<file path="src/rtl/serial_frame_pkg.sv">
// Register map, field positions, reset values and state types of the serial frame transmitter
// How it works
// Sync mode: clock pin slave input, master output
// Receive samples on edge opposite transmit change
// Polarity zero: change rising, sample falling
// All thirty start/data/parity/stop combinations supported
// Start bit, then data least significant first
// Parity bit after data, before first stop
// After frame: next start or idle high
// Start bit low, every stop bit high
// One shared format; changes may corrupt traffic
// Size field, parity field, stop select bit
// Receiver ignores second stop; framing error first
// Parity: xor of data, inverted when odd
// Transmit enable takes over the output pin
// Sync transmitter takes over the clock pin
// Data register write loads one-entry buffer
// Buffer moves to shifter when idle or frame-end
// Frame sent at baud rate or external clock
// Unused high data bits ignored for short characters
// Software writes ninth bit before low byte
// Empty flag shows buffer can take a character
// Software changes format only when transfers idle
// Software clears complete flag before data write
// Clock pin direction picks master or slave
// Bit clock: baud tick over 16, 8 or 2
// Complete flag set when frame out, buffer empty
package serial_frame_pkg;

  localparam logic [7:0] DATA_OFFSET = 8'h00;
  localparam logic [7:0] STATUS_A_OFFSET = 8'h04;
  localparam logic [7:0] CONTROL_B_OFFSET = 8'h08;
  localparam logic [7:0] CONTROL_C_OFFSET = 8'h0C;
  localparam logic [7:0] BAUD_OFFSET = 8'h10;
  localparam logic [7:0] PIN_DIR_OFFSET = 8'h14;

  // Status A fields
  localparam int RXC_POS = 7;
  localparam int TXC_POS = 6;
  localparam int DRE_POS = 5;
  localparam int FE_POS = 4;
  localparam int DOUBLE_POS = 1;
  // Control B fields
  localparam int RX_EN_POS = 4;
  localparam int TX_EN_POS = 3;
  localparam int SIZE2_POS = 2;
  localparam int RX_NINTH_POS = 1;
  localparam int TX_NINTH_POS = 0;
  // Control C fields, then the pin direction field
  localparam int SYNC_POS = 6;
  localparam int PAR_LO_POS = 4;
  localparam int STOP_POS = 3;
  localparam int SIZE_LO_POS = 1;
  localparam int POL_POS = 0;
  localparam int CLK_DIR_POS = 0;

  localparam logic [2:0] SIZE_RESET = 3'h3;
  localparam logic [2:0] SIZE_NINE = 3'h7;
  localparam logic [4:0] DIV_NORMAL = 5'h10;
  localparam logic [4:0] DIV_DOUBLE = 5'h08;

  typedef enum logic [2:0] {
    TX_IDLE = 3'h0, TX_START = 3'h1, TX_DATA = 3'h3,
    TX_PARITY = 3'h2, TX_STOP1 = 3'h6, TX_STOP2 = 3'h7
  } tx_state_t;

  typedef enum logic [2:0] {
    RX_IDLE = 3'h0, RX_START = 3'h1, RX_DATA = 3'h3, RX_PARITY = 3'h2, RX_STOP = 3'h6
  } rx_state_t;

  function automatic logic [3:0] data_bits(input logic [2:0] code);
    case (code)
      3'h0: data_bits = 4'h5;
      3'h1: data_bits = 4'h6;
      3'h2: data_bits = 4'h7;
      SIZE_NINE: data_bits = 4'h9;
      default: data_bits = 4'h8;
    endcase
  endfunction

endpackage

</file>
<file path="src/rtl/serial_frame_transmitter.sv">
// Serial frame port: APB registers, frame transmitter, frame receiver and transfer clock
//
// Added by the designer: the address map and the APB register port.
`timescale 1ns/10ps
module serial_frame_transmitter
  import serial_frame_pkg::*;
#(
  parameter int BAUD_W = 12
) (
  // Clock and reset
  input wire logic MCLK,
  input wire logic RESET_N,
  // APB slave
  input wire logic PSEL,
  input wire logic PENABLE,
  input wire logic PWRITE,
  input wire logic [7:0] PADDR,
  input wire logic [31:0] PWDATA,
  output logic [31:0] PRDATA,
  output logic PREADY,
  output logic PSLVERR,
  // Serial lines
  output logic SERIAL_OUTPUT_PIN_O,
  output logic SERIAL_OUTPUT_PIN_OE,
  input wire logic SERIAL_INPUT_PIN,
  // Transfer clock pin
  input wire logic TRANSFER_CLOCK_PIN_I,
  output logic TRANSFER_CLOCK_PIN_O,
  output logic TRANSFER_CLOCK_PIN_OE
);

  typedef struct packed {
    logic [8:0] tx_buf;
    logic buf_full;
    logic [8:0] shift;
    logic [3:0] bit_cnt;
    tx_state_t tx_state;
    logic parity;
    logic txd;
    logic txd_oe;
    logic clk_out;
    logic clk_oe;
    logic [4:0] tx_presc;
    logic [BAUD_W-1:0] baud_cnt;
    logic [BAUD_W-1:0] baud_divisor;
    logic double_speed_bit;
    logic transmit_enable_bit;
    logic receive_enable;
    logic transmit_ninth_bit;
    logic [2:0] character_size_field;
    logic [1:0] parity_mode_field;
    logic stop_bit_select;
    logic sync_mode_select;
    logic clock_polarity_select;
    logic clock_pin_direction;
    logic transmit_complete_flag;
    logic framing_error_flag;
    logic receive_complete_flag;
    logic [8:0] rx_data;
    logic [8:0] rx_shift;
    logic [3:0] rx_cnt;
    logic [4:0] rx_presc;
    rx_state_t rx_state;
    logic rxd_s1;
    logic rxd_s2;
    logic xck_s1;
    logic xck_s2;
    logic xck_prev;
    logic [31:0] prdata;
    logic pready;
    logic pslverr;
  } state_t;

  localparam state_t STATE_RESET = '{
    txd: 1'b1, character_size_field: SIZE_RESET, rxd_s1: 1'b1, rxd_s2: 1'b1,
    tx_state: TX_IDLE, rx_state: RX_IDLE, default: '0};

  state_t s_q;
  state_t s_d;

  logic tick, clk_lvl, rise, fall, chg_edge, smp_edge, tx_step, rx_pulse;
  logic [3:0] nbits;
  logic [8:0] mask;
  logic [4:0] div;
  logic setup, access, wr_acc, rd_acc, mapped;
  logic load, done, txc_set, data_wr;

  assign tick = (s_q.baud_cnt == '0);
  // Asynchronous bit period in baud ticks; sync master toggles the pin every tick
  assign div = s_q.double_speed_bit ? DIV_DOUBLE : DIV_NORMAL;
  assign nbits = data_bits(s_q.character_size_field);
  assign mask = ~(9'h1FF << nbits);
  // Master reads its own clock, slave the synchronised pin
  assign clk_lvl = s_q.clock_pin_direction ? s_q.clk_out : s_q.xck_s2;
  assign rise = clk_lvl & ~s_q.xck_prev;
  assign fall = ~clk_lvl & s_q.xck_prev;
  assign chg_edge = s_q.sync_mode_select & (s_q.clock_polarity_select ? fall : rise);
  assign smp_edge = s_q.sync_mode_select & (s_q.clock_polarity_select ? rise : fall);
  assign tx_step = s_q.sync_mode_select ? chg_edge
                 : (tick && s_q.tx_presc >= div - 5'h01);
  assign rx_pulse = s_q.sync_mode_select ? smp_edge
                  : (tick && s_q.rx_presc >= div - 5'h01);

  assign setup = PSEL & ~PENABLE;
  assign access = PSEL & PENABLE & s_q.pready;
  assign wr_acc = access & PWRITE;
  assign rd_acc = access & ~PWRITE;
  assign mapped = (PADDR == DATA_OFFSET) || (PADDR == STATUS_A_OFFSET)
               || (PADDR == CONTROL_B_OFFSET) || (PADDR == CONTROL_C_OFFSET)
               || (PADDR == BAUD_OFFSET) || (PADDR == PIN_DIR_OFFSET);
  assign data_wr = wr_acc && (PADDR == DATA_OFFSET);

  always_comb begin
    s_d = s_q;
    load = 1'b0;
    done = 1'b0;
    txc_set = 1'b0;

    // APB: one setup cycle, answer in the first access cycle
    s_d.pready = setup;
    if (setup) begin
      s_d.pslverr = ~mapped;
      s_d.prdata = 32'h0000_0000;
      case (PADDR)
        DATA_OFFSET: s_d.prdata[8:0] = s_q.rx_data;
        STATUS_A_OFFSET: begin
          s_d.prdata[RXC_POS] = s_q.receive_complete_flag;
          s_d.prdata[TXC_POS] = s_q.transmit_complete_flag;
          s_d.prdata[DRE_POS] = ~s_q.buf_full;
          s_d.prdata[FE_POS] = s_q.framing_error_flag;
          s_d.prdata[DOUBLE_POS] = s_q.double_speed_bit;
        end
        CONTROL_B_OFFSET: begin
          s_d.prdata[RX_EN_POS] = s_q.receive_enable;
          s_d.prdata[TX_EN_POS] = s_q.transmit_enable_bit;
          s_d.prdata[SIZE2_POS] = s_q.character_size_field[2];
          s_d.prdata[RX_NINTH_POS] = s_q.rx_data[8];
          s_d.prdata[TX_NINTH_POS] = s_q.transmit_ninth_bit;
        end
        CONTROL_C_OFFSET: begin
          s_d.prdata[SYNC_POS] = s_q.sync_mode_select;
          s_d.prdata[PAR_LO_POS +: 2] = s_q.parity_mode_field;
          s_d.prdata[STOP_POS] = s_q.stop_bit_select;
          s_d.prdata[SIZE_LO_POS +: 2] = s_q.character_size_field[1:0];
          s_d.prdata[POL_POS] = s_q.clock_polarity_select;
        end
        BAUD_OFFSET: s_d.prdata[BAUD_W-1:0] = s_q.baud_divisor;
        PIN_DIR_OFFSET: s_d.prdata[CLK_DIR_POS] = s_q.clock_pin_direction;
        default: s_d.prdata = 32'h0000_0000;
      endcase
    end

    // Format fields are live: a change mid-frame reshapes the frame in flight
    if (wr_acc) begin
      case (PADDR)
        STATUS_A_OFFSET: s_d.double_speed_bit = PWDATA[DOUBLE_POS];
        CONTROL_B_OFFSET: begin
          s_d.receive_enable = PWDATA[RX_EN_POS];
          s_d.transmit_enable_bit = PWDATA[TX_EN_POS];
          s_d.character_size_field[2] = PWDATA[SIZE2_POS];
          s_d.transmit_ninth_bit = PWDATA[TX_NINTH_POS];
        end
        CONTROL_C_OFFSET: begin
          s_d.sync_mode_select = PWDATA[SYNC_POS];
          s_d.parity_mode_field = PWDATA[PAR_LO_POS +: 2];
          s_d.stop_bit_select = PWDATA[STOP_POS];
          s_d.character_size_field[1:0] = PWDATA[SIZE_LO_POS +: 2];
          s_d.clock_polarity_select = PWDATA[POL_POS];
        end
        BAUD_OFFSET: s_d.baud_divisor = PWDATA[BAUD_W-1:0];
        PIN_DIR_OFFSET: s_d.clock_pin_direction = PWDATA[CLK_DIR_POS];
        default: s_d.double_speed_bit = s_q.double_speed_bit;
      endcase
    end

    // Baud generator: reloads at zero or when the divisor is written
    if (wr_acc && PADDR == BAUD_OFFSET) begin
      s_d.baud_cnt = PWDATA[BAUD_W-1:0];
    end else if (tick) begin
      s_d.baud_cnt = s_q.baud_divisor;
    end else begin
      s_d.baud_cnt = s_q.baud_cnt - 1'b1;
    end
    if (tick) begin
      s_d.tx_presc = (s_q.tx_presc >= div - 5'h01) ? 5'h00 : s_q.tx_presc + 5'h01;
    end

    // Transfer clock: master toggles it on every baud tick
    s_d.xck_s1 = TRANSFER_CLOCK_PIN_I;
    s_d.xck_s2 = s_q.xck_s1;
    s_d.xck_prev = clk_lvl;
    if (s_q.sync_mode_select && s_q.clock_pin_direction) begin
      if (tick) begin
        s_d.clk_out = ~s_q.clk_out;
      end
    end else begin
      s_d.clk_out = 1'b0;
    end
    s_d.clk_oe = s_q.sync_mode_select & s_q.clock_pin_direction
               & (s_q.transmit_enable_bit | s_q.receive_enable);

    // Transmitter: one step per bit period
    if (tx_step) begin
      case (s_q.tx_state)
        TX_IDLE: load = s_q.buf_full & s_q.transmit_enable_bit;
        TX_START: begin
          s_d.txd = s_q.shift[0];
          s_d.shift = s_q.shift >> 1;
          s_d.bit_cnt = 4'h1;
          s_d.tx_state = TX_DATA;
        end
        TX_DATA: begin
          if (s_q.bit_cnt == nbits) begin
            if (s_q.parity_mode_field[1]) begin
              s_d.txd = s_q.parity;
              s_d.tx_state = TX_PARITY;
            end else begin
              s_d.txd = 1'b1;
              s_d.tx_state = TX_STOP1;
            end
          end else begin
            s_d.txd = s_q.shift[0];
            s_d.shift = s_q.shift >> 1;
            s_d.bit_cnt = s_q.bit_cnt + 4'h1;
          end
        end
        TX_PARITY: begin
          s_d.txd = 1'b1;
          s_d.tx_state = TX_STOP1;
        end
        TX_STOP1: begin
          if (s_q.stop_bit_select) begin
            s_d.tx_state = TX_STOP2;
          end else begin
            done = 1'b1;
          end
        end
        TX_STOP2: done = 1'b1;
        default: s_d.tx_state = TX_IDLE;
      endcase
      if (done) begin
        if (s_q.buf_full && s_q.transmit_enable_bit) begin
          load = 1'b1;
        end else begin
          s_d.txd = 1'b1;
          s_d.tx_state = TX_IDLE;
          txc_set = ~s_q.buf_full;
        end
      end
      if (load) begin
        s_d.shift = s_q.tx_buf & mask;
        s_d.parity = ^(s_q.tx_buf & mask) ^ s_q.parity_mode_field[0];
        s_d.txd = 1'b0;
        s_d.tx_state = TX_START;
        s_d.buf_full = 1'b0;
      end
    end

    // Single-entry buffer; a write to a full buffer is dropped unless it empties now
    if (data_wr && (!s_q.buf_full || load)) begin
      s_d.tx_buf = {s_q.transmit_ninth_bit, PWDATA[7:0]};
      s_d.buf_full = 1'b1;
    end
    // Pin stays ours after a disable while a frame is in flight or a character waits in the buffer
    s_d.txd_oe = s_q.transmit_enable_bit | (s_q.tx_state != TX_IDLE) | s_q.buf_full;

    // Set wins over a write-one clear in the same cycle
    s_d.transmit_complete_flag = (s_q.transmit_complete_flag
      & ~(wr_acc && PADDR == STATUS_A_OFFSET && PWDATA[TXC_POS])) | txc_set;

    // Receiver
    s_d.rxd_s1 = SERIAL_INPUT_PIN;
    s_d.rxd_s2 = s_q.rxd_s1;
    if (tick) begin
      s_d.rx_presc = (s_q.rx_presc >= div - 5'h01) ? 5'h00 : s_q.rx_presc + 5'h01;
    end
    if (!s_q.receive_enable) begin
      s_d.rx_state = RX_IDLE;
    end else begin
      case (s_q.rx_state)
        RX_IDLE: begin
          if (s_q.sync_mode_select) begin
            if (rx_pulse && !s_q.rxd_s2) begin
              s_d.rx_cnt = 4'h0;
              s_d.rx_state = RX_DATA;
            end
          end else if (!s_q.rxd_s2) begin
            // Start sampling half a bit later, mid start bit
            s_d.rx_presc = div >> 1;
            s_d.rx_state = RX_START;
          end
        end
        RX_START: begin
          if (rx_pulse) begin
            s_d.rx_cnt = 4'h0;
            s_d.rx_state = s_q.rxd_s2 ? RX_IDLE : RX_DATA;
          end
        end
        RX_DATA: begin
          if (rx_pulse) begin
            s_d.rx_shift = {s_q.rxd_s2, s_q.rx_shift[8:1]};
            s_d.rx_cnt = s_q.rx_cnt + 4'h1;
            if (s_q.rx_cnt + 4'h1 == nbits) begin
              s_d.rx_state = s_q.parity_mode_field[1] ? RX_PARITY : RX_STOP;
            end
          end
        end
        RX_PARITY: if (rx_pulse) s_d.rx_state = RX_STOP;
        RX_STOP: begin
          if (rx_pulse) begin
            s_d.framing_error_flag = ~s_q.rxd_s2;
            s_d.rx_data = s_q.rx_shift >> (4'h9 - nbits);
            s_d.rx_state = RX_IDLE;
          end
        end
        default: s_d.rx_state = RX_IDLE;
      endcase
    end
    s_d.receive_complete_flag = (s_q.receive_complete_flag & ~(rd_acc && PADDR == DATA_OFFSET))
      | (s_q.receive_enable && s_q.rx_state == RX_STOP && rx_pulse);
  end

  always_ff @(posedge MCLK or negedge RESET_N) begin
    if (!RESET_N) begin
      s_q <= STATE_RESET;
    end else begin
      s_q <= s_d;
    end
  end

  assign PRDATA = s_q.prdata;
  assign PREADY = s_q.pready;
  assign PSLVERR = s_q.pslverr;
  assign SERIAL_OUTPUT_PIN_O = s_q.txd;
  assign SERIAL_OUTPUT_PIN_OE = s_q.txd_oe;
  assign TRANSFER_CLOCK_PIN_O = s_q.clk_out;
  assign TRANSFER_CLOCK_PIN_OE = s_q.clk_oe;
endmodule // serial_frame_transmitter

</file>
<file path="config.mk">
export PLATFORM = sky130hd
export DESIGN_NAME = serial_frame_transmitter
export DESIGN_NICKNAME = d
export VERILOG_FILES = /design/src/rtl/serial_frame_pkg.sv /design/src/rtl/serial_frame_transmitter.sv
export SDC_FILE = /design/constraint.sdc
export NUM_CORES = 1
export LEC_CHECK = 0
export ABC_CLOCK_PERIOD_IN_PS = 3100
export BUFFER_PORTS_ARGS = -buffer_cell sky130_fd_sc_hd__clkbuf_2
export CORE_UTILIZATION = 33
export DETAILED_ROUTE_END_ITERATION = 7
export HOLD_SLACK_MARGIN = 0.02
export SLEW_MARGIN = 20
export SYNTH_ARGS = -nofsm -noshare
export SYNTH_HDL_FRONTEND = slang
export SYNTH_SLANG_ARGS = --single-unit
</file>
<file path="constraint.sdc">
create_clock -name MCLK -period 3.1 [get_ports MCLK]
set_input_delay 0.31 -clock MCLK [delete_from_list [all_inputs] [get_ports MCLK]]
set_output_delay 0.31 -clock MCLK [all_outputs]
set_load 0.02 [all_outputs]
</file>
## Word-level counts from Yosys, hierarchy flattened

Cells that the tools add are included.

- $add $sub $neg: 7
- Order comparisons: 2
- Equal/unequal tests: 33
- Shift operators: 2
- Muxes and demuxes: 69
- Bitwise operators: 32
- Reductions and logical operators: 47

Operators by type and width:

| cell | number |
|---|---|
| two-way mux 3 bit | 14 |
| two-way mux 5 bit | 8 |
| one-hot mux 3 bit (5 select lines) | 2 |
| one-hot mux 13 bit (2 select lines) | 1 |
| two-way mux 12 bit | 2 |
| two-way mux 1 bit | 22 |
| two-way mux 19 bit | 1 |
| != test 3 bit (second input constant) | 6 |
| equality test 8 x 4 -> 1 bit (second input constant) | 2 |
| equality test 8 x 5 -> 1 bit (second input constant) | 2 |
| two-way mux 4 bit | 4 |
| one-hot mux 2 bit (4 select lines) | 2 |
| one-hot mux 4 bit (4 select lines) | 1 |
| equality test 3 x 2 -> 1 bit (second input constant) | 5 |
| one-hot mux 1 bit (5 select lines) | 3 |
| AND 1 bit | 14 |
| AND reduction 2 bit | 7 |
| logical AND 1 bit | 13 |
| two-way mux 13 bit | 1 |
| equality test 3 bit (second input constant) | 4 |
| zero test 12 bit | 1 |
| != test 2 bit (second input constant) | 6 |
| one-hot mux 4 bit (3 select lines) | 1 |
| AND reduction 3 bit | 4 |
| other kinds (32) | 66 |

- Bits in registers: 125
- Input port bits: 47
- Output and inout bits: 38

## Logic depth before layout (Yosys ltp)

Gate-level depths: netlist (run 1).

- Depth in word-level cells: 14
- Depth in mapped cells: 12
- Gate-level depth less buffers: 11

## Least setup slack after synthesis (run 1)

No wires, ideal clock.

- Path kind: register to register
- Start: reg s_q[79] (netlist name)
- End: reg s_q[118] (netlist name)
- Setup time: 0.135 ns
- Arrival: 2.428 ns
- Data required time: 2.965 ns
- Slack: 0.538 ns
- Cell stages (with the launch flop): 13
- Clock period less this slack: 2.562 ns
- Path through: dfstp_2 buf_2 xnor2_1 nor2_1 inv_1 ha_1 ha_1 nor2b_1 xor2_1 xnor2_1 xnor2_1 xnor2_1 o21ai_0

- Cells in the longest elaborated chain, start to end: 7
- Elaborated cells on any way between the ends: 10
- Those cells by class: eq/ne (3); shift (1); mux (1); bitwise (3); reduce/logical (2)

Ends and longest elaborated chain:

| element | RTL line | source |
|---|---|---|
| start, declared | serial_frame_transmitter.sv:78 | `state_t s_q;` |
| start signal, assigned | serial_frame_transmitter.sv:325 | `s_q <= STATE_RESET;` |
| start signal, assigned | serial_frame_transmitter.sv:327 | `s_q <= s_d;` |
| equality test 3 bit (tied with other cells) | serial_frame_pkg.sv:72 | `case (code)` |
| one-hot mux 4 bit (4 select lines) * | serial_frame_pkg.sv:72 |  |
| << shifter 9 x 4 -> 9 bit * | serial_frame_transmitter.sv:92 | `assign mask = ~(9'h1FF << nbits);` |
| NOT 9 bit * | serial_frame_transmitter.sv:92 |  |
| AND 9 bit * | serial_frame_transmitter.sv:252 | `s_d.parity = ^(s_q.tx_buf & mask) ^ s_q.parity_mode_field[0];` |
| parity 9 bit * | serial_frame_transmitter.sv:252 |  |
| XOR 1 bit * | serial_frame_transmitter.sv:252 |  |

Mark *: on every way between the ends. The rest lies on a longest branch, timed or not.
A chain may end at the register's enable or synchronous reset.

## Worst setup path after layout (run 1)

- Start: reg s_q[99] (netlist name)
- End: reg s_q[52] (netlist name)

- Cells in the longest elaborated chain, start to end: 4

Ends and longest elaborated chain:

| element | RTL line | source |
|---|---|---|
| zero test 12 bit | serial_frame_transmitter.sv:88 | `assign tick = (s_q.baud_cnt == '0);` |
| logical AND 1 bit | serial_frame_transmitter.sv:102 | `: (tick && s_q.rx_presc >= div - 5'h01);` |
| two-way mux 1 bit | serial_frame_transmitter.sv:101 | `assign rx_pulse = s_q.sync_mode_select ? smp_edge` |
| AND reduction 3 bit (no line) | n/a |  |

Every way passes these cells.

==> results of run 1 <==
==> logic make-up after synthesis <==
logic type                 after synthesis
and+or+nand+nor                        253
AOI/OAI and AO/OA                      161
DFF                                    125
buffers and inverters                   85
muxes                                   57
xor gates and xnor gates                23
adders and majority gates               11
other                                    1
==> power breakdown <==
part | internal (uW) | switching, uW
clock network | 1230 | 690
logic | 111 | 184
registers | 1700 | 70.2
total | 3040 | 944
==> worst min path at each step <==
stage | depth (start not counted) | slack [ns] | from | endpoint
final | 3 | 0.11 | PWDATA[9] | s_q[94]
after global routing | 3 | 0.12 | PWDATA[9] | s_q[94]
after global placement | 1 | 0.34 | RESET_N | s_q[123]
after CTS | 3 | 0.10 | PWDATA[9] | s_q[94]
after detailed placement | 1 | 0.34 | RESET_N | s_q[126]
after floorplan | 0 | 0.01 | RESET_N | PRDATA[0]
==> routing by layer <==
layer	vias up	track usage	wire, um
met2	117	0.2450	7522
li1	2571	-	-
met1	2554	0.2157	7719
met3	22	0.03540	632
met5	-	0	0
met4	0	0.06510	280
==> final cells by class <==
cell class              instances  share of cell area
repair buffers                 57             0.04343
flip-flops and latches        125              0.4000
clock buffers                  24             0.06147
clock inverters                 7             0.01118
multi-input cells             525              0.4317
well taps                     270             0.04311
inverters                      19            0.009101
==> synthesized netlist by cell type, drive strengths merged (10+ instances only) <==
cell | count | share of area
clkbuf | 16 | 0.0089
nand3 | 25 | 0.018
dfrtp | 120 | 0.43
mux2 | 37 | 0.060
o21ai | 47 | 0.035
ha | 11 | 0.020
mux2i | 16 | 0.023
nand2 | 100 | 0.055
a21oi | 32 | 0.025
buf | 50 | 0.049
inv | 19 | 0.010
nor3 | 11 | 0.0096
o22ai | 10 | 0.0090
nor2 | 56 | 0.031
xnor2 | 16 | 0.020
nor2b | 11 | 0.0099
==> sequential cells by signal, summed over array words and instances, names as in the netlist <==
name,count
s_q,105
PRDATA,12
s_d,2
PREADY,1
PSLVERR,1
SERIAL_OUTPUT_PIN_O,1
SERIAL_OUTPUT_PIN_OE,1
TRANSFER_CLOCK_PIN_O,1
TRANSFER_CLOCK_PIN_OE,1
==> critical path, stage by stage, from the launching register on <==
cell and delay (ns):
dfrtp_1 0.45, nor4_4 0.47, nand2_4 0.15, o31ai_4 0.46
and3_1 0.59, mux2_2 0.40
==> repair_timing <==
item / in CTS / in global routing
hold endpoints to repair: 42 / 0
hold buffers: 3 / 0
setup endpoints to repair: 0 / 0
gates resized for setup: 0 / 0
==> through the flow <==
stage / total power, uW / instance area (um2)
global placement: 2090 / 7237
CTS: 4029 / 7836
floorplan: 2004 / 6988
global route: 4163 / 7836
finish: 3987 / 7836
detailed placement: 2091 / 7237
==> report_table.html, run 1 <==
<table>
<tr><th>Metric</th><th>Value</th></tr>
<tr><th colspan="2">Status</th></tr>
<tr><td>Run status</td><td>completed</td></tr>
<tr><th colspan="2">Synthesis</th></tr>
<tr><td>Leading register cell type out of synthesis</td><td>dfrtp_1</td></tr>
<tr><td>Synth Area in Compound Gates</td><td>0.1579</td></tr>
<tr><td>Post-synthesis simple-gate area fraction</td><td>0.1749</td></tr>
<tr><td>Synthesized netlist cell count</td><td>716</td></tr>
<tr><td>XOR/XNOR share of the synthesized area</td><td>0.02912</td></tr>
<tr><td>Library cells used by synthesis</td><td>73</td></tr>
<tr><td>Share of synthesized cell area in full adder, half adder and majority cells</td><td>0.01990</td></tr>
<tr><td>EDFF count, synth</td><td>0</td></tr>
<tr><td>Number of warnings reported in the yosys synthesis log</td><td>0</td></tr>
<tr><td>Synthesized area divided by synthesized cell count</td><td>9.660 um2</td></tr>
<tr><td>Mux contribution to synthesized area</td><td>0.09642</td></tr>
<tr><td>Combined area of all synthesized cells</td><td>0.006917 mm2</td></tr>
<tr><td>Share of synthesized area occupied by flip-flops and latches</td><td>0.4531</td></tr>
<tr><td>Largest family of logic cells by synthesized area</td><td>simple AND/OR/NAND/NOR gates</td></tr>
<tr><td>Number of register bits inferred by synthesis</td><td>125</td></tr>
<tr><td>Fraction of registers with async set/reset</td><td>1.000</td></tr>
<tr><th colspan="2">Timing</th></tr>
<tr><td>Setup slack of the critical path after layout</td><td>0.4609 ns</td></tr>
<tr><td>Highest achievable clock rate</td><td>378.9 MHz</td></tr>
<tr><td>Number of failing setup endpoints in the final timing report</td><td>0</td></tr>
<tr><td>Fin. max-slew vios</td><td>0</td></tr>
<tr><td>Fin crit period</td><td>2.639 ns</td></tr>
<tr><td>Number of hold violations in the final report</td><td>0</td></tr>
<tr><td>Hold slack</td><td>0.1134 ns</td></tr>
<tr><td>Total negative slack</td><td>0 ns</td></tr>
<tr><td>Worst clock skew</td><td>0.01095 ns</td></tr>
<tr><td>Max-slew headroom at the worst pin</td><td>0.5264</td></tr>
<tr><td>Final cycle utilization of the critical path</td><td>0.8513</td></tr>
<tr><td>RSZ-0062 raised after global routing</td><td>no</td></tr>
<tr><td>Worst-margin pin slew</td><td>0.7078 ns</td></tr>
<tr><th colspan="2">Place</th></tr>
<tr><td>Worst setup timing slack at the placement stage</td><td>0.5077 ns</td></tr>
<tr><td>Post-DP HPWL</td><td>11.63 mm</td></tr>
<tr><td>Final Wtd Congestion</td><td>0.8418</td></tr>
<tr><td>Placed cell count</td><td>993</td></tr>
<tr><td>Port-buffer cells</td><td>44</td></tr>
<tr><th colspan="2">Floorplan</th></tr>
<tr><td>Number of placement rows</td><td>52</td></tr>
<tr><td>Core area</td><td>0.02036 mm2</td></tr>
<tr><td>Initial standard-cell utilization of the core</td><td>0.3396</td></tr>
<tr><td>Io pins</td><td>85</td></tr>
<tr><td>Die Footprint</td><td>0.02154 mm2</td></tr>
<tr><td>Die Span Y</td><td>146.8 um</td></tr>
<tr><td>Die width</td><td>146.8 um</td></tr>
<tr><th colspan="2">Layout</th></tr>
<tr><td>Post-route insts no fill</td><td>1027</td></tr>
<tr><td>Storage element area</td><td>0.003134 mm2</td></tr>
<tr><td>Most frequent cells in the layout</td><td>dfrtp_1, nand2_1, nor2_1, o21ai_0, clkbuf_2</td></tr>
<tr><td>P&amp;R area growth vs syn</td><td>13.30%</td></tr>
<tr><td>Fraction of final layout cells with drive strength greater than 1</td><td>0.1863</td></tr>
<tr><td>Antenna diode count</td><td>0</td></tr>
<tr><td>Multi-input logic area</td><td>0.003383 mm2</td></tr>
<tr><td>Most common library cell in the layout ignoring fill and taps</td><td>dfrtp_1</td></tr>
<tr><td>Final core occ</td><td>0.3848</td></tr>
<tr><td>Number of inserted filler cells in the final layout</td><td>2042</td></tr>
<tr><td>Nets@finish</td><td>803</td></tr>
<tr><th colspan="2">Critical path</th></tr>
<tr><td>Arrival time worst endpoint</td><td>2.95 ns</td></tr>
<tr><td>Crit start category</td><td>flip-flop</td></tr>
<tr><td>Number of cells traversed by the worst register-to-register path</td><td>5</td></tr>
<tr><td>R2R setup slack</td><td>0.46 ns</td></tr>
<tr><td>CP endpoint</td><td>s_q[52]</td></tr>
<tr><td>Worst setup EP type</td><td>flip-flop</td></tr>
<tr><td>Critical Path Source</td><td>s_q[99]</td></tr>
<tr><td>Max FO, Critical Path</td><td>14</td></tr>
<tr><td>Reg-to-reg startpoint</td><td>s_q[99]</td></tr>
<tr><td>Worst r2r dst</td><td>s_q[52]</td></tr>
<tr><td>Type of the setup path with the least slack</td><td>reg2reg</td></tr>
<tr><td>Endpoint required time on the critical path</td><td>3.41 ns</td></tr>
<tr><th colspan="2">Clock tree</th></tr>
<tr><td>Clock tree from TritonCTS</td><td>done</td></tr>
<tr><td>Root cell of the clock tree</td><td>clkbuf_16</td></tr>
<tr><td>Latest clock arrival within the worst-skew pair</td><td>0.43 ns</td></tr>
<tr><td>TritonCTS sink count</td><td>125</td></tr>
<tr><td>Number of clock buffers inserted by TritonCTS</td><td>17</td></tr>
<tr><td>H-tree Lvls</td><td>4</td></tr>
<tr><td>Bufs on Longest Clock Path</td><td>2</td></tr>
<tr><td>Count of buffers added by post-CTS timing repair for setup</td><td>0</td></tr>
<tr><td>Register clock-pin slew on the reported worst setup and hold paths</td><td>0.05 ns</td></tr>
<tr><th colspan="2">Detailed routing</th></tr>
<tr><td>Post-route antenna net violation count</td><td>0</td></tr>
<tr><td>DR vias/cell</td><td>5.126</td></tr>
<tr><td>Via count of the routed design</td><td>5264</td></tr>
<tr><td>Router iterations before antenna repair</td><td>6</td></tr>
<tr><td>Final routed wirelength across all metal layers</td><td>16.15 mm</td></tr>
<tr><td>WL/cell</td><td>15.73 um</td></tr>
<tr><td>Post-route DRC violation count</td><td>0</td></tr>
<tr><td>Count of routing violations after the opening detailed-route iteration</td><td>397</td></tr>
<tr><th colspan="2">GRT</th></tr>
<tr><td>Overflow after GRT</td><td>0</td></tr>
<tr><td>Largest net degree at the start of global routing</td><td>54</td></tr>
<tr><td>Global-route wire length before repair</td><td>26.74 mm</td></tr>
<tr><td>Vias in the first global route</td><td>4982</td></tr>
<tr><td>GR Util All Layers</td><td>0.1590</td></tr>
<tr><td>Number of antenna violations at the first check in global routing</td><td>0</td></tr>
<tr><th colspan="2">Power and ir drop</th></tr>
<tr><td>Standby leakage power</td><td>0.003548 uW</td></tr>
<tr><td>Worst voltage drop across the vdd grid</td><td>0.3130 mV</td></tr>
<tr><td>P per Cell Area</td><td>508.8 mW/mm2</td></tr>
<tr><th colspan="2">Hold path</th></tr>
<tr><td>Hold crit path type</td><td>in2reg</td></tr>
<tr><th colspan="2">Run</th></tr>
<tr><td>Number of max-capacitance violations reported</td><td>0</td></tr>
</table>
(Power assumes the default switching activity.)
==> run 2, diff against run 1 <==
--- a/config.mk
+++ b/config.mk
@@ -5,7 +5,8 @@
 export SDC_FILE = /design/constraint.sdc
 export NUM_CORES = 1
 export LEC_CHECK = 0
-export ABC_CLOCK_PERIOD_IN_PS = 3100
+export ABC_AREA = 1
+export ABC_CLOCK_PERIOD_IN_PS = 3300
 export BUFFER_PORTS_ARGS = -buffer_cell sky130_fd_sc_hd__clkbuf_2
 export CORE_UTILIZATION = 33
 export DETAILED_ROUTE_END_ITERATION = 7
==> constraint.sdc (replaced) <==
create_clock -name MCLK -period 3.3 [get_ports MCLK]
set_input_delay 0.33 -clock MCLK [delete_from_list [all_inputs] [get_ports MCLK]]
set_output_delay 0.33 -clock MCLK [all_outputs]
set_load 0.02 [all_outputs]
==> run 2 against run 1 <==
  * Sequential cell count unchanged
  * Setup slack better by 0.19 ns
  * First-iteration DRC count down 0.25%
  * Cell area up 1.8%
  * Sequential share of layout area down 0.71 points
  * Critical path depth up 8
  * Final cell count up 20%
  * Non-clock buffer count down 4
  * Clock-buffer cell count down 5
  * Synthesized cell count up 27%
  * Clock power up 6%
  * Register-to-register slack better by 0.19 ns
  * Critical path type unchanged
  * Largest cell class is now flip-flops and latches
==> report_table.html, run 2 <==
<table>
<tr><th>Metric</th><th>Value</th></tr>
<tr><th colspan="2">Detailed routing</th></tr>
<tr><td>Via count of the routed design</td><td>5855 (+11%)</td></tr>
<tr><td>Post-route antenna net violation count</td><td>0 (unchanged)</td></tr>
<tr><td>Highest routed metal layer</td><td>met4</td></tr>
<tr><td>Wire length the detailed router placed on met1</td><td>8.360 mm (+8.3%)</td></tr>
<tr><td>Count of routing violations after the opening detailed-route iteration</td><td>396 (-0.25%)</td></tr>
<tr><td>Met2 wirelength from detailed routing</td><td>7.734 mm (+2.8%)</td></tr>
<tr><td>Total length of routed met3 wires</td><td>822 um (+30%)</td></tr>
<tr><td>WL/cell</td><td>13.97 um (-11%)</td></tr>
<tr><td>DR vias/cell</td><td>4.749 (-7.4%)</td></tr>
<tr><td>Final routed wirelength across all metal layers</td><td>17.22 mm (+6.6%)</td></tr>
<tr><td>Post-route DRC violation count</td><td>0 (unchanged)</td></tr>
<tr><td>Router iterations before antenna repair</td><td>5 (-1)</td></tr>
<tr><th colspan="2">Synthesis</th></tr>
<tr><td>Number of register bits inferred by synthesis</td><td>125 (unchanged)</td></tr>
<tr><td>Fraction of registers with async set/reset</td><td>1.000 (unchanged)</td></tr>
<tr><td>Cell accounting for the most synthesized area</td><td>dfrtp_1</td></tr>
<tr><td>Synthesized netlist cell count</td><td>909 (+27%)</td></tr>
<tr><td>EDFF count, synth</td><td>0 (unchanged)</td></tr>
<tr><td>Share of synthesized area occupied by flip-flops and latches</td><td>0.4505 (-0.002608)</td></tr>
<tr><td>Synthesized area divided by synthesized cell count</td><td>7.653 um2 (-21%)</td></tr>
<tr><td>Library cells used by synthesis</td><td>47 (-36%)</td></tr>
<tr><td>Leading register cell type out of synthesis</td><td>dfrtp_1</td></tr>
<tr><td>Number of warnings reported in the yosys synthesis log</td><td>0 (unchanged)</td></tr>
<tr><td>Most frequent cell after synthesis</td><td>nand2_1</td></tr>
<tr><td>Cell types with the highest counts after synthesis</td><td>nand2_1, dfrtp_1, inv_1</td></tr>
<tr><td>Largest cells by area after synthesis</td><td>dfrtp_1, nand2_1, o21ai_0</td></tr>
<tr><td>Combined area of all synthesized cells</td><td>0.006957 mm2 (+0.58%)</td></tr>
<tr><td>Synth top area share</td><td>0.4317 (-0.002499)</td></tr>
<tr><th colspan="2">Critical path</th></tr>
<tr><td>CP Cell Sequence</td><td>inv_1 -&gt; nand2_1 -&gt; nand3_1 -&gt; ha_1 -&gt; ha_1 -&gt; inv_1 -&gt; nor2_1 -&gt; inv_1 -&gt; a31oi_1 -&gt; o21ai_0 -&gt; o211ai_1 -&gt; nand2_1 -&gt; nand2_1</td></tr>
<tr><td>Number of logic stages on the critical path including buffering</td><td>13 (+8)</td></tr>
<tr><td>Number of cells traversed by the worst register-to-register path</td><td>13 (+8)</td></tr>
<tr><td>Kind of cell adding the most delay to the critical path</td><td>adder cells</td></tr>
<tr><td>Worst setup EP type</td><td>flip-flop</td></tr>
<tr><td>Max FO, Critical Path</td><td>11 (-3)</td></tr>
<tr><td>Slowest stage cell on the critical path</td><td>dfstp_2</td></tr>
<tr><td>Endpoint required time on the critical path</td><td>3.66 ns (+0.25 ns)</td></tr>
<tr><td>Max stage delay on crit path</td><td>0.57 ns (-0.02 ns)</td></tr>
<tr><td>Arrival time worst endpoint</td><td>3.02 ns (+0.07 ns)</td></tr>
<tr><td>Crit start category</td><td>flip-flop</td></tr>
<tr><td>Count of buffer and inverter cells on the critical path</td><td>3 (+3)</td></tr>
<tr><td>Reg-to-reg startpoint</td><td>s_q[79]</td></tr>
<tr><td>Type of the setup path with the least slack</td><td>reg2reg</td></tr>
<tr><td>Critical Path Source</td><td>s_q[79]</td></tr>
<tr><th colspan="2">Layout</th></tr>
<tr><td>Fraction of final layout cells with drive strength greater than 1</td><td>0.1267 (-0.05957)</td></tr>
<tr><td>Flip-flop count of the largest register, all copies and words added</td><td>105 (unchanged)</td></tr>
<tr><td>Nets@finish</td><td>1008 (+26%)</td></tr>
<tr><td>Register bank with the most flops</td><td>s_q</td></tr>
<tr><td>P&amp;R area growth vs syn</td><td>14.68%</td></tr>
<tr><td>Most frequent cells in the layout</td><td>nand2_1, dfrtp_1, inv_1, o21ai_0, nand3_1</td></tr>
<tr><td>Number of inserted filler cells in the final layout</td><td>2138 (+4.7%)</td></tr>
<tr><td>Final core occ</td><td>0.3905 (+0.005695)</td></tr>
<tr><td>Most common library cell in the layout ignoring fill and taps</td><td>nand2_1</td></tr>
<tr><td>Multi-input logic area</td><td>0.003128 mm2 (-7.5%)</td></tr>
<tr><td>Antenna diode count</td><td>0 (unchanged)</td></tr>
<tr><td>Post-route insts no fill</td><td>1233 (+20%)</td></tr>
<tr><td>Storage element area</td><td>0.003134 mm2 (unchanged)</td></tr>
<tr><th colspan="2">GRT</th></tr>
<tr><td>Largest net degree at the start of global routing</td><td>63 (+17%)</td></tr>
<tr><td>Number of antenna violations at the first check in global routing</td><td>0 (unchanged)</td></tr>
<tr><td>Global-route wire length before repair</td><td>28.41 mm (+6.2%)</td></tr>
<tr><td>Overflow after GRT</td><td>0 (unchanged)</td></tr>
<tr><td>Vias in the first global route</td><td>5507 (+11%)</td></tr>
<tr><td>GR Util All Layers</td><td>0.1683 (+0.009223)</td></tr>
<tr><th colspan="2">Hold path</th></tr>
<tr><td>Hold Path Cell Cnt</td><td>3 (unchanged)</td></tr>
<tr><td>Hold crit path type</td><td>in2reg</td></tr>
<tr><td>Min-Delay Startpoint</td><td>PWDATA[11]</td></tr>
<tr><th colspan="2">Floorplan</th></tr>
<tr><td>Initial standard-cell utilization of the core</td><td>0.3405 (+0.0008781)</td></tr>
<tr><td>Die Footprint</td><td>0.02166 mm2 (+0.57%)</td></tr>
<tr><td>Core area</td><td>0.02043 mm2 (+0.32%)</td></tr>
<tr><td>Die Span Y</td><td>147.2 um (+0.28%)</td></tr>
<tr><td>Io pins</td><td>85 (unchanged)</td></tr>
<tr><td>Die width</td><td>147.2 um (+0.28%)</td></tr>
<tr><td>Number of placement rows</td><td>52 (unchanged)</td></tr>
<tr><th colspan="2">Timing</th></tr>
<tr><td>Worst clock skew</td><td>0.01067 ns (-0.0002784 ns)</td></tr>
<tr><td>Fin. max-slew vios</td><td>0 (unchanged)</td></tr>
<tr><td>Number of hold violations in the final report</td><td>0 (unchanged)</td></tr>
<tr><td>Max-slew headroom at the worst pin</td><td>0.5276 (+0.001267)</td></tr>
<tr><td>Worst-margin pin slew</td><td>0.7066 ns (-0.001266 ns)</td></tr>
<tr><td>Final cycle utilization of the critical path</td><td>0.8037 (-0.04762)</td></tr>
<tr><td>Total negative slack</td><td>0 ns (unchanged)</td></tr>
<tr><td>Highest achievable clock rate</td><td>377.0 MHz (-0.49%)</td></tr>
<tr><td>RSZ-0062 raised after global routing</td><td>no</td></tr>
<tr><td>Number of failing setup endpoints in the final timing report</td><td>0 (unchanged)</td></tr>
<tr><td>Fin crit period</td><td>2.652 ns (+0.01312 ns)</td></tr>
<tr><th colspan="2">Place</th></tr>
<tr><td>Post-DP HPWL</td><td>12.66 mm (+8.9%)</td></tr>
<tr><td>Final Wtd Congestion</td><td>0.8471 (+0.63%)</td></tr>
<tr><td>Port-buffer cells</td><td>44 (unchanged)</td></tr>
<tr><td>Placed cell count</td><td>1198 (+21%)</td></tr>
<tr><th colspan="2">Clock tree</th></tr>
<tr><td>TritonCTS sink count</td><td>125 (unchanged)</td></tr>
<tr><td>Register clock-pin slew on the reported worst setup and hold paths</td><td>0.06 ns (about the same)</td></tr>
<tr><td>Latest clock arrival within the worst-skew pair</td><td>0.43 ns (about the same)</td></tr>
<tr><td>H-tree Lvls</td><td>4 (unchanged)</td></tr>
<tr><td>Clock tree from TritonCTS</td><td>done</td></tr>
<tr><td>Count of buffers added by post-CTS timing repair for setup</td><td>0 (unchanged)</td></tr>
<tr><td>Bufs on Longest Clock Path</td><td>2 (unchanged)</td></tr>
<tr><td>Number of clock buffers inserted by TritonCTS</td><td>17 (unchanged)</td></tr>
<tr><td>Root cell of the clock tree</td><td>clkbuf_16</td></tr>
<tr><th colspan="2">Power and ir drop</th></tr>
<tr><td>Total Power</td><td>4296 uW (+7.8%)</td></tr>
<tr><td>Worst voltage drop across the vdd grid</td><td>0.2376 mV (-24%)</td></tr>
<tr><td>P per Cell Area</td><td>538.5 mW/mm2 (+5.8%)</td></tr>
<tr><td>Standby leakage power</td><td>0.003966 uW (+12%)</td></tr>
<tr><th colspan="2">Run</th></tr>
<tr><td>Number of max-capacitance violations reported</td><td>0 (unchanged)</td></tr>
<tr><th colspan="2">Status</th></tr>
<tr><td>Run status</td><td>completed</td></tr>
</table>
## run 2: cell types whose count changed after synthesis, moves of 11 or more
| cell | delta |
|---|---|
| inv_1 | +91 |
| mux2_2 | -37 |
| mux2i_1 | -16 |
| nand2_1 | +182 |
| nand3_1 | +26 |
| nor2_1 | -11 |
| nor2b_1 | -11 |
| o21ai_0 | +53 |
| xnor2_1 | -11 |
## run 2: through the flow
stage / cell area (um2) / hold WS [ns] / worst slack (ns)
floorplan: 7028 / 0.03441 / 1.136
global placement: 7308 / 0.3359 / 0.7406
detailed placement: 7308 / 0.3410 / 0.6935
CTS: 7978 / 0.1135 / 0.6670
global route: 7978 / 0.1683 / 0.4031
finish: 7978 / 0.1309 / 0.6478
## run 2: timing repair
action	CTS	global route
hold endpoints to repair	38	0
gates resized for setup	0	0
hold buffers	3	0
## run 2: per-layer routing
layer,global-route usage,vias to the layer above
met4,0.06649,0
met2,0.2573,138
met1,0.2333,2727
met5,0,-
met3,0.03261,20
li1,-,2970
## run 2: kinds of logic after synthesis
kind of cell,after synthesis,synth area share
AO/OA/AOI/OAI,167,0.1380
XOR/XNOR,16,0.02014
adder cells (fa/ha/maj),11,0.01978
buffers and inverters,164,0.1101
flip-flops,125,0.4505
other,1,0.0005391
AND/OR/NAND/NOR,425,0.2610
## run 2: worst reg2reg max path: stages, from the launching register on
cell and delay [ns]:
dfstp_2 0.57, inv_1 0.07, nand2_1 0.11, nand3_1 0.32, ha_1 0.34, ha_1 0.38
inv_1 0.08, nor2_1 0.12, inv_1 0.10, a31oi_1 0.13, o21ai_0 0.11, o211ai_1 0.12
nand2_1 0.07, nand2_1 0.06
## run 2: final timing paths
path                                             to  slack [ns]
min in group asynchronous                   s_d[35]        0.43
worst min register to register              s_q[35]        0.35
worst max-delay path                        s_q[60]        0.65
worst min-delay path                       s_q[108]        0.13
worst max register to register              s_q[60]        0.65
max in group asynchronous       SERIAL_OUTPUT_PIN_O        2.08
## run 2: report_power, final
group / switching, uW / leakage [uW] / internal, uW
Clock: 736 / 0.000314 / 1310
Combinational: 320 / 0.00201 / 195
Sequential: 96.4 / 0.00164 / 1640
## run 2: final cells by class
class,instances,share of cell area
Multi-Input combinational cell,639,0.3921
Inverter,114,0.05364
Clock inverter,13,0.02337
Tap cell,270,0.04235
Sequential cell,125,0.3929
Clock buffer,19,0.05678
Timing Repair Buffer,53,0.03890
